File: src/common/trim_bank_consts.svh
// offsets, field positions, reset values and counts of the trim bank
// assumes a byte-wide configuration port with 12-bit addresses
`ifndef TRIM_BANK_CONSTS_SVH
`define TRIM_BANK_CONSTS_SVH

`define ADDR_W 12
`define DATA_W 8
`define OFS_W 16
`define GAIN_W 8
`define NUM_OFS 6
`define NUM_GAIN 3
`define FUSE_ENTRIES 9
`define FUSE_IDX_W 4

`define OFFSET_TRIM_A_PHASE0_IN_A 12'h344
`define OFFSET_TRIM_A_PHASE0_IN_B 12'h346
`define OFFSET_TRIM_A_PHASE90_IN_A 12'h348
`define OFFSET_TRIM_A_PHASE90_IN_B 12'h34a
`define OFFSET_TRIM_B_PHASE0_IN_A 12'h34c
`define OFFSET_TRIM_B_PHASE0_IN_B 12'h34e
`define OFFSET_FINE_GAIN_BANK_ZERO 12'h360
`define OFFSET_FINE_GAIN_BANK_ONE 12'h361
`define OFFSET_FINE_GAIN_BANK_FOUR 12'h364

`define TRIM_FIELD_MSB 11
`define TRIM_FIELD_LSB 0
`define TRIM_RSV_MSB 15
`define TRIM_RSV_LSB 12
`define GAIN_FIELD_MSB 4
`define GAIN_FIELD_LSB 0
`define GAIN_RSV_MSB 7
`define GAIN_RSV_LSB 5

`define OFS_RESET 16'h0000
`define GAIN_RESET 8'h00
`define RDATA_IDLE 8'h00
`define TRIM_ZERO 12'h000

`endif

File: src/common/trim_bank_pkg.sv
// types of the offset and gain trim bank
// assumes the constants header is on the include path
`include "trim_bank_consts.svh"

package trim_bank_pkg;

    typedef enum logic [1:0] {
        FUSE_REQ = 2'b00,
        FUSE_CAP = 2'b01,
        RUN = 2'b10
    } load_state_t;

    typedef struct packed {
        logic hit;
        logic is_gain;
        logic [2:0] idx;
        logic hi_byte;
    } decode_t;

    typedef struct packed {
        load_state_t state;
        logic [`FUSE_IDX_W-1:0] load_idx;
        logic [`NUM_OFS-1:0][`OFS_W-1:0] offs;
        logic [`NUM_GAIN-1:0][`GAIN_W-1:0] gain;
        logic [`DATA_W-1:0] rdata;
        logic [`TRIM_FIELD_MSB:0] core_a_off;
        logic [`TRIM_FIELD_MSB:0] core_b_off;
    } bank_state_t;

endpackage : trim_bank_pkg

File: src/hdl/adc_core_offset_gain_trim_bank.sv
// offset and fine-gain trim bank of a dual-core converter
// assumes a byte-wide config port, synchronous inputs and a fuse
// store that answers a read request one enabled cycle later
//
// How it works
// - core A, input A, 0 deg trim register
// - core A, input B, 0 deg trim register
// - core A, input A, 90 deg trim register
// - core A, input B, 90 deg trim register
// - core B, input A, 0 deg trim register
// - core B, input B, 0 deg trim register
// - upper four trim bits stored, no function
// - bank 0 fine gain, 5-bit field
// - bank 1 fine gain, 5-bit field
// - bank 4 fine gain register
// - bank 4 gain low five, reserved upper three
// - reset loads all values from fuse store
//
// The plain strobed port was left to the implementer.
`timescale 1ns/10ps
`include "trim_bank_consts.svh"

module adc_core_offset_gain_trim_bank
    import trim_bank_pkg::*;
(
    input wire logic core_clk,
    input wire logic srst,
    input wire logic ce,
    input wire logic [`ADDR_W-1:0] addr,
    input wire logic [`DATA_W-1:0] wdata,
    input wire logic wr,
    input wire logic rd,
    output logic [`DATA_W-1:0] rdata,
    output logic fuse_rd_en,
    output logic [`FUSE_IDX_W-1:0] fuse_rd_addr,
    input wire logic [`OFS_W-1:0] fuse_rd_data,
    input wire logic fg_cal_en,
    input wire logic clk_phase90,
    input wire logic sel_analog_input_b,
    output logic [`TRIM_FIELD_MSB:0] core_a_offset,
    output logic [`TRIM_FIELD_MSB:0] core_b_offset,
    output logic [`GAIN_FIELD_MSB:0] fine_gain_bank_zero,
    output logic [`GAIN_FIELD_MSB:0] fine_gain_bank_one,
    output logic [`GAIN_FIELD_MSB:0] fine_gain_bank_four,
    output logic trim_ready
);

    ////////////////////////////////////////////////////////////////
    // address decode, shared by the write and the read path

    function automatic decode_t decode(input logic [`ADDR_W-1:0] a);
        decode_t d;
        logic [`ADDR_W-1:0] even;
        d = '0;
        even = {a[`ADDR_W-1:1], 1'b0};
        d.hi_byte = a[0];
        case (even)
            `OFFSET_TRIM_A_PHASE0_IN_A: begin
                d.hit = 1'b1;
                d.idx = 3'd0;
            end
            `OFFSET_TRIM_A_PHASE0_IN_B: begin
                d.hit = 1'b1;
                d.idx = 3'd1;
            end
            `OFFSET_TRIM_A_PHASE90_IN_A: begin
                d.hit = 1'b1;
                d.idx = 3'd2;
            end
            `OFFSET_TRIM_A_PHASE90_IN_B: begin
                d.hit = 1'b1;
                d.idx = 3'd3;
            end
            `OFFSET_TRIM_B_PHASE0_IN_A: begin
                d.hit = 1'b1;
                d.idx = 3'd4;
            end
            `OFFSET_TRIM_B_PHASE0_IN_B: begin
                d.hit = 1'b1;
                d.idx = 3'd5;
            end
            default: begin
                d.hit = 1'b0;
            end
        endcase
        // gain registers are single bytes, so the full address counts
        case (a)
            `OFFSET_FINE_GAIN_BANK_ZERO: begin
                d = '{hit: 1'b1, is_gain: 1'b1, idx: 3'd0, hi_byte: 1'b0};
            end
            `OFFSET_FINE_GAIN_BANK_ONE: begin
                d = '{hit: 1'b1, is_gain: 1'b1, idx: 3'd1, hi_byte: 1'b0};
            end
            `OFFSET_FINE_GAIN_BANK_FOUR: begin
                d = '{hit: 1'b1, is_gain: 1'b1, idx: 3'd2, hi_byte: 1'b0};
            end
            default: begin
            end
        endcase
        return d;
    endfunction : decode

    ////////////////////////////////////////////////////////////////
    // state

    bank_state_t s_q;
    bank_state_t s_d;
    decode_t dec;
    logic run;

    assign dec = decode(addr);
    assign run = (s_q.state == RUN);

    always_comb begin
        s_d = s_q;
        s_d.rdata = `RDATA_IDLE;
        case (s_q.state)
            FUSE_REQ: begin
                s_d.state = FUSE_CAP;
            end
            FUSE_CAP: begin
                // fuse words 0..5 are offsets, 6..8 are gains
                if (s_q.load_idx < 4'(`NUM_OFS)) begin
                    s_d.offs[s_q.load_idx[2:0]] = fuse_rd_data;
                end else begin
                    s_d.gain[3'(s_q.load_idx - 4'(`NUM_OFS))] =
                        fuse_rd_data[`GAIN_W-1:0];
                end
                if (s_q.load_idx == 4'(`FUSE_ENTRIES - 1)) begin
                    s_d.state = RUN;
                end else begin
                    s_d.state = FUSE_REQ;
                    s_d.load_idx = s_q.load_idx + 4'd1;
                end
            end
            RUN: begin
                // all sixteen bits are stored; the top four are kept
                // for software even though they steer nothing
                if (wr && dec.hit && !dec.is_gain) begin
                    if (dec.hi_byte) begin
                        s_d.offs[dec.idx][15:8] = wdata;
                    end else begin
                        s_d.offs[dec.idx][7:0] = wdata;
                    end
                end
                if (wr && dec.hit && dec.is_gain) begin
                    s_d.gain[dec.idx] = wdata;
                end
                if (rd && dec.hit && !dec.is_gain) begin
                    s_d.rdata = dec.hi_byte ? s_q.offs[dec.idx][15:8]
                                            : s_q.offs[dec.idx][7:0];
                end
                if (rd && dec.hit && dec.is_gain) begin
                    s_d.rdata = s_q.gain[dec.idx];
                end
            end
            default: begin
                s_d.state = FUSE_REQ;
            end
        endcase

        // trim steering: only foreground calibration uses these words
        s_d.core_a_off = `TRIM_ZERO;
        s_d.core_b_off = `TRIM_ZERO;
        if (run && fg_cal_en) begin
            case ({clk_phase90, sel_analog_input_b})
                2'b00: s_d.core_a_off = s_q.offs[0][11:0];
                2'b01: s_d.core_a_off = s_q.offs[1][11:0];
                2'b10: s_d.core_a_off = s_q.offs[2][11:0];
                2'b11: s_d.core_a_off = s_q.offs[3][11:0];
                default: s_d.core_a_off = `TRIM_ZERO;
            endcase
            // core B has 0-degree words only; at 90 degrees it gets none
            if (!clk_phase90) begin
                s_d.core_b_off = sel_analog_input_b ? s_q.offs[5][11:0]
                                                    : s_q.offs[4][11:0];
            end
        end
    end

    always_ff @(posedge core_clk) begin
        if (srst) begin
            s_q <= '0;
        end else if (ce) begin
            s_q <= s_d;
        end
    end

    ////////////////////////////////////////////////////////////////
    // outputs

    assign rdata = s_q.rdata;
    assign fuse_rd_en = (s_q.state == FUSE_REQ);
    assign fuse_rd_addr = s_q.load_idx;
    assign core_a_offset = s_q.core_a_off;
    assign core_b_offset = s_q.core_b_off;
    assign fine_gain_bank_zero = s_q.gain[0][4:0];
    assign fine_gain_bank_one = s_q.gain[1][4:0];
    assign fine_gain_bank_four = s_q.gain[2][4:0];
    assign trim_ready = run;

    localparam logic [`ADDR_W-1:0] OFS_ADDR [`NUM_OFS] = '{
        `OFFSET_TRIM_A_PHASE0_IN_A, `OFFSET_TRIM_A_PHASE0_IN_B,
        `OFFSET_TRIM_A_PHASE90_IN_A, `OFFSET_TRIM_A_PHASE90_IN_B,
        `OFFSET_TRIM_B_PHASE0_IN_A, `OFFSET_TRIM_B_PHASE0_IN_B
    };

    genvar gi;
    generate
        for (gi = 0; gi < `NUM_OFS; gi++) begin : g_ofs_chk

        end
    endgenerate
endmodule : adc_core_offset_gain_trim_bank
File: config.mk
export PLATFORM = sky130hd
export DESIGN_NAME = adc_core_offset_gain_trim_bank
export DESIGN_NICKNAME = d
export VERILOG_FILES = /design/src/common/trim_bank_pkg.sv /design/src/hdl/adc_core_offset_gain_trim_bank.sv
export VERILOG_INCLUDE_DIRS = /design/src /design/src/common
export SDC_FILE = /design/constraint.sdc
export NUM_CORES = 1
export LEC_CHECK = 0
export ABC_CLOCK_PERIOD_IN_PS = 2500
export BUFFER_PORTS_ARGS = -buffer_cell sky130_fd_sc_hd__buf_2
export CAP_MARGIN = 20
export CELL_PAD_IN_SITES_DETAIL_PLACEMENT = 1
export CELL_PAD_IN_SITES_GLOBAL_PLACEMENT = 2
export CORE_UTILIZATION = 33
export CTS_CLUSTER_DIAMETER = 50
export DETAILED_ROUTE_END_ITERATION = 8
export GPL_ROUTABILITY_DRIVEN = 1
export PLACE_DENSITY = 0.89
export SLEW_MARGIN = 20
export SYNTH_ARGS = -nofsm -noshare
export SYNTH_HDL_FRONTEND = slang
export SYNTH_SLANG_ARGS = --single-unit
File: constraint.sdc
create_clock -name core_clk -period 2.5 [get_ports core_clk]
set_input_delay 0.5 -clock core_clk [delete_from_list [all_inputs] [get_ports core_clk]]
set_output_delay 0.5 -clock core_clk [all_outputs]
set_load 0.05 [all_outputs]
## Yosys cells after proc, flatten, opt, wreduce, memory -nomap -nowiden

Cells that the tools add are included.

| cells by class | value |
|---|---|
| add/sub/neg operators | 2 |
| magnitude comparators | 8 |
| eq/ne operators | 19 |
| multiplexer cells | 38 |
| bitwise gates (word level) | 2 |
| reduce and logical (&&, ||, !) cells | 20 |

Operator list:

| operator | number |
|---|---|
| $bwmux W96 | 3 |
| $mux W96 | 3 |
| $pmux W120 S2 | 1 |
| $demux W16 S3 | 3 |
| $mux W24 | 3 |
| $eq A11 B9 Y1 const B | 6 |
| $mux W8 | 8 |
| $bmux W16 S3 | 1 |
| $bwmux W24 | 2 |
| $mux W16 | 3 |
| $pmux W12 S4 | 1 |
| $eq A12 B10 Y1 const B | 3 |
| $demux W8 S2 | 2 |
| $mux W12 | 2 |
| $pmux W6 S3 | 1 |
| $bmux W8 S2 | 1 |
| $pmux W3 S5 | 1 |
| $logic_and A1 B1 Y1 | 11 |
| $ge A3 B1 Y1 const B | 3 |
| $lt A3 B4 Y1 const B | 2 |
| $reduce_and A4 Y1 | 2 |
| $eq A2 B2 Y1 const B | 3 |
| $lt A3 B3 Y1 const B | 2 |
| $pmux W2 S3 | 1 |
| other kinds (16) | 21 |

| word-level totals | value |
|---|---|
| register bits | 158 |
| input bits | 44 |
| output and inout port bits | 53 |
| word-level logic and storage cells | 103 |

## Logic depth before layout (Yosys ltp)

| depth | value |
|---|---|
| depth after elaboration | 12 |
| mapped depth | 11 |
| mapped depth without buffers | 8 |

## Worst setup path after synthesis

OpenSTA, ideal clock, no wires.

| timing | value |
|---|---|
| path kind | reg-to-reg |
| start | reg s_q[156] (netlist bit) |
| end | reg s_q[67] (netlist bit) |
| library setup time | 0.087 ns |
| arrival | 2.865 ns |
| data required time | 2.413 ns |
| setup slack | -0.452 ns |
| stages on the path, launching flop included | 9 |
| path buffers | 2 |
| period minus slack after synthesis | 2.952 ns |
| cells stage by stage | dfxtp_1 -> inv_1 -> ha_1 -> clkbuf_1 -> buf_2 -> nand2_1 -> nor4_1 -> a21oi_1 -> a211oi_1 |

| on the way | value |
|---|---|
| longest elaborated chain between the ends | 3 |
| elaborated cells on any way between the ends | 7 |
| classes of those cells | 4 x eq/ne; 1 x mux; 2 x reduce/logical |

Ends and longest elaborated chain:

| what | RTL line | RTL |
|---|---|---|
| start: declaration | adc_core_offset_gain_trim_bank.sv:106 | `bank_state_t s_q;` |
| start signal: assignment | adc_core_offset_gain_trim_bank.sv:183 | `s_q <= '0;` |
| start signal: assignment | adc_core_offset_gain_trim_bank.sv:185 | `s_q <= s_d;` |
| $eq A2 B2 Y1 * | - |  |
| via trim_ready | adc_core_offset_gain_trim_bank.sv:45 | `output logic trim_ready` |
| $ne A2 B1 Y1 (no line) or $reduce_bool A2 Y1 (tied branches) | - |  |
| $reduce_and A4 Y1 (no line) | - |  |

Mark *: on every way through the listed nets, which the timed path passes. The rest lies on a longest branch.
A chain may end at the register's enable or synchronous reset.

## Final worst setup path

| timing | value |
|---|---|
| start | in addr[1] |
| end | reg s_q[138] (netlist bit) |

| on the way | value |
|---|---|
| longest elaborated chain between the ends | 11 |
| elaborated cells on any way between the ends | 29 |
| classes of those cells | 2 x order compare; 10 x eq/ne; 11 x mux; 6 x reduce/logical |

Ends and longest elaborated chain:

| what | RTL line | RTL |
|---|---|---|
| start: declaration | adc_core_offset_gain_trim_bank.sv:29 | `` input wire logic [`ADDR_W-1:0] addr, `` |
| $eq A11 B9 Y1 | adc_core_offset_gain_trim_bank.sv:57 | `case (even)` |
| $pmux W3 S5 | adc_core_offset_gain_trim_bank.sv:57 |  |
| $pmux W6 S3 * | adc_core_offset_gain_trim_bank.sv:87 | `case (a)` |
| $lt A3 B4 Y1 (not written as such) or $ge A3 B1 Y1 (tied branches) | adc_core_offset_gain_trim_bank.sv:143 | `s_d.offs[dec.idx][7:0] = wdata;` |
| $logic_and A1 B1 Y1 (not written as such) | adc_core_offset_gain_trim_bank.sv:143 |  |
| $mux W8 (not written as such) | adc_core_offset_gain_trim_bank.sv:143 |  |
| $demux W16 S3 | adc_core_offset_gain_trim_bank.sv:143 |  |
| $bwmux W96 | adc_core_offset_gain_trim_bank.sv:143 |  |
| $mux W96 | adc_core_offset_gain_trim_bank.sv:140 | `if (dec.hi_byte) begin` |
| $mux W96 | adc_core_offset_gain_trim_bank.sv:139 | `if (wr && dec.hit && !dec.is_gain) begin` |
| $pmux W120 S2 | adc_core_offset_gain_trim_bank.sv:117 | `case (s_q.state)` |

Every way passes the cells marked *; elsewhere a longest branch is shown, timed or not. The select of a mux whose other input is x is not followed.

==> results by group <==
Place
  • Post-Place Cells: 1689
  • Detailed placer's ending HPWL: 33.99 mm
  • Gpl congestion: 1.048
  • Port buffer count: 96
  • Area post-placement: 11560 um^2

Power
  • P_sw: 0.001732 W
  • Leak pwr: 4.525 nW
  • Clk pwr share: 0.471
  • Gate power share: 0.111
  • Peak supply drop: 447.5 uV
  • Int Pwr: 0.004453 W
  • Sw frac: 0.2800
  • PwrDens: 498.9 nW/um^2
  • Seq pwr share: 0.418

Yosys
  • Post-Synthesis Cell Area: 9798 um^2
  • Ys Warns: 0
  • Yosys cell types: 87
  • Mapped Nets: 1256
  • Dominant synthesized flop cell: dfxtp_1
  • Yosys reg bits: 158
  • Number of flops mapped to enable cells by yosys: 0
  • Syn Inst Count: 1202
  • Seq/Total Area, Yosys: 0.3228
  • Mean Syn Cell Area: 8.152 um^2
  • Ys async rst share: 0

Status
  • Status: complete, no violations

Global route
  • Grt total ovfl: 0
  • Initial antenna violation count: 0
  • Largest net degree at the start of global routing: 98
  • GRT Total Usage: 0.2986
  • Vias in the first global route: 10.46k
  • First-pass GRT wire length: 67.38 mm

CTS
  • Clock insertion delay at the later pin of the skew report: 450 ps
  • Hold_buf cts: 0
  • CTS tree: done
  • H-Tree Depth: 4
  • CTS Buf Count: 17
  • CTS root buf: clkbuf_16
  • Clock slew at reported path FFs: 80 ps
  • Clk sinks: 158
  • Clock Path Buffers: 2

STA
  • Hold_ws: 274.8 ps
  • Achievable frequency: 0.4004 GHz
  • Slew margin rel.: 0.4618
  • Tcrit/Tclk final: 0.9989
  • Post-layout min period: 2497 ps
  • Skew final: 13.45 ps
  • RSZ-0062 raised after global routing: true
  • Final setup vio count: 0
  • Max-slew violations: 0
  • Final hold vios: 0
  • Measured slew at the worst slew-check pin: 805.4 ps

Hold path
  • Hold Path Class: primary input to flip-flop

Detailed routing
  • Via density: 6.052
  • Antenna Nets Post-Route: 0
  • Drt total wl: 45.56 mm
  • WL per Instance: 26.33 um
  • Drc violations: 0
  • Via count: 10.47k
  • Initial DRC count: 889
  • Total iterations of the first detailed-routing run: 7

Floorplan
  • Die width: 174.3 um
  • Core area: 28940 um^2
  • Site row count: 62
  • DIE AREA: 30380 um^2
  • Height of the die: 174.3 um
  • Top-Level Pins: 97
  • Initial Util: 0.3386

Cells and area
  • Antenna diodes: 0
  • Layout Cells excl Fill: 1730
  • Fillcell total: 3393
  • Area Growth Syn to Fin: 26.54%
  • Sequential cell area: 3163 um^2
  • Multi-input gate area: 6093 um^2
  • Fin nets: 1387
  • Final Util: 0.4285
  • Post-route cell area: 12400 um^2
  • Share of layout cells above drive strength 1: 0.3328

Setup path
  • Worst path max stage delay: 620 ps
  • Crit end category: flip-flop
  • CP Data Arrival Time: 2860 ps
  • Crit path max fanout: 8
  • Critical path's slowest cell: or4_4
  • Critical path launch point type: primary input
  • CP Class: primary input to flip-flop
  • CP delay by family, top: simple AND/OR/NAND/NOR gates
  • CP Buf/Inv Count: 3
  • Crit-path cells: buf_2 > or4_4 > o41ai_1 > buf_4 > nand2_1 > nor3_4 > buf_12 > a22oi_1 > a211oi_1
  • Worst EP required: 2860 ps

Job
  • Maximum Capacitance Violations: 0
[layer usage]
metal | GRT usage | vias to the layer above | wire [um]
met5 | 0 | - | 0
met2 | 0.4680 | 436 | 20630
met3 | 0.04003 | 103 | 2792
li1 | - | 4653 | -
met1 | 0.3942 | 5278 | 19630
met4 | 0.1678 | 0 | 2507
[cell type report]
cell class / count / area share
well taps: 384 / 0.03875
clock inverters: 13 / 0.01524
flip-flops and latches: 158 / 0.2551
multi-input cells: 876 / 0.4915
repair buffers: 267 / 0.1606
clock buffers: 19 / 0.03492
inverters: 13 / 0.003936
[sequential cells by signal, summed over array words and instances, names as in the netlist]
| signal | flops |
|---|---|
| fine_gain_bank_one | 5 |
| core_b_offset | 12 |
| rdata | 8 |
| fuse_rd_addr | 4 |
| core_a_offset | 12 |
| s_q | 107 |
| fine_gain_bank_zero | 5 |
| fine_gain_bank_four | 5 |
[through the flow]
stage | TNS [ps] | worst slack (ps) | power [W]
floorplan | -7506 | -168.7 | 0.003030
global placement | -38940 | -516.5 | 0.003289
detailed placement | -43420 | -491.7 | 0.003304
CTS | 0 | 3.070 | 0.006175
global route | -373.4 | -49.85 | 0.006306
finish | 0 | 2.804 | 0.006185
[power groups by stage]
stage                     Clock [W]  Sequential [W]  Combinational [W]
after floorplan                   0         0.00262           0.000411
after global placement            0         0.00264           0.000647
after detailed placement          0         0.00264           0.000662
after CTS                   0.00292         0.00258           0.000669
after global routing        0.00300         0.00259           0.000723
final                       0.00291         0.00259           0.000686
[worst register-to-register path: cells and delay by family (launching register included)]
kind / cells / cell delay, ps
flip-flops: 1 / 320
AND/OR/NAND/NOR: 2 / 640
AO/OA/AOI/OAI: 2 / 420
adder cells (fa/ha/maj): 1 / 240
buffers and inverters: 3 / 590
[worst paths after layout]
check / start / endpoint / slack, ps / depth (start not counted)
worst max-delay path: addr[1] / s_q[138] / 3 / 9
worst min-delay path: srst / s_q[157] / 270 / 2
worst max register to register: s_q[156] / fine_gain_bank_one[0] / 190 / 8
worst min register to register: core_b_offset[4] / core_b_offset[4] / 490 / 2
[synth_stat cells, drive strengths merged, types with 4 or more instances]
| library cell | n | share of area |
|---|---|---|
| a211o | 5 | 0.0045 |
| nor2 | 212 | 0.082 |
| nand3 | 23 | 0.012 |
| mux2i | 18 | 0.018 |
| ha | 10 | 0.013 |
| o21ai | 30 | 0.016 |
| o22ai | 5 | 0.0066 |
| nor4 | 4 | 0.0056 |
| mux2 | 6 | 0.0069 |
| a211oi | 115 | 0.11 |
| a21boi | 4 | 0.0069 |
| nor3 | 19 | 0.018 |
| a22oi | 27 | 0.021 |
| a2111oi | 4 | 0.0061 |
| a21oi | 193 | 0.099 |
| a311oi | 16 | 0.014 |
| a221oi | 5 | 0.0063 |
| and3 | 9 | 0.0057 |
| dfxtp | 158 | 0.32 |
| buf | 91 | 0.065 |
| or4 | 9 | 0.0073 |
| mux4 | 11 | 0.025 |
| nand2 | 54 | 0.022 |
| o32ai | 6 | 0.0054 |
| nand4 | 7 | 0.0060 |
| o211ai | 5 | 0.0038 |
| nor2b | 11 | 0.0070 |
| o221ai | 4 | 0.0036 |
| inv | 13 | 0.0050 |
| clkbuf | 64 | 0.025 |
| and2 | 10 | 0.0064 |
[placed cells by master, fill, tap and decap left out, drive strengths merged, types with 4 or more instances in the layout]
cell     netlist  layout
o221ai         4       4
nor2b         11      11
and2          10      10
inv           13      15
nand2         54      54
a211o          5       5
ha            10      10
nor4           4       4
o32ai          6       6
clkinv         0       5
dfxtp        158     158
a22oi         27      27
or4            9       9
mux2           6       6
mux4          11      11
a21boi         4       4
bufinv         0       4
buf           91     267
o22ai          5       5
nand4          7       7
a221oi         5       5
a311oi        16      16
and3           9       9
a211oi       115     115
a2111oi        4       4
clkbuf        64      19
nor3          19      19
o21ai         30      30
o211ai         5       5
nand3         23      23
nor2         212     212
a21oi        193     193
mux2i         18      18
[repair_timing]
| item | in CTS | in global routing |
|---|---|---|
| setup buffers | 2 | 7 |
| pin swaps | 2 | 2 |
| endpoints found under the setup margin | 5 | 71 |
| resized for setup | 2 | 30 |
[logic make-up after synthesis]
group | synth area share
adders and majority gates | 0.01277
AOI/OAI and AO/OA | 0.3269
DFF | 0.3228
xor gates and xnor gates | 0.002682
and+or+nand+nor | 0.1899
buffers and inverters | 0.09437
muxes | 0.05057
Power figures use the tool's default switching activity.
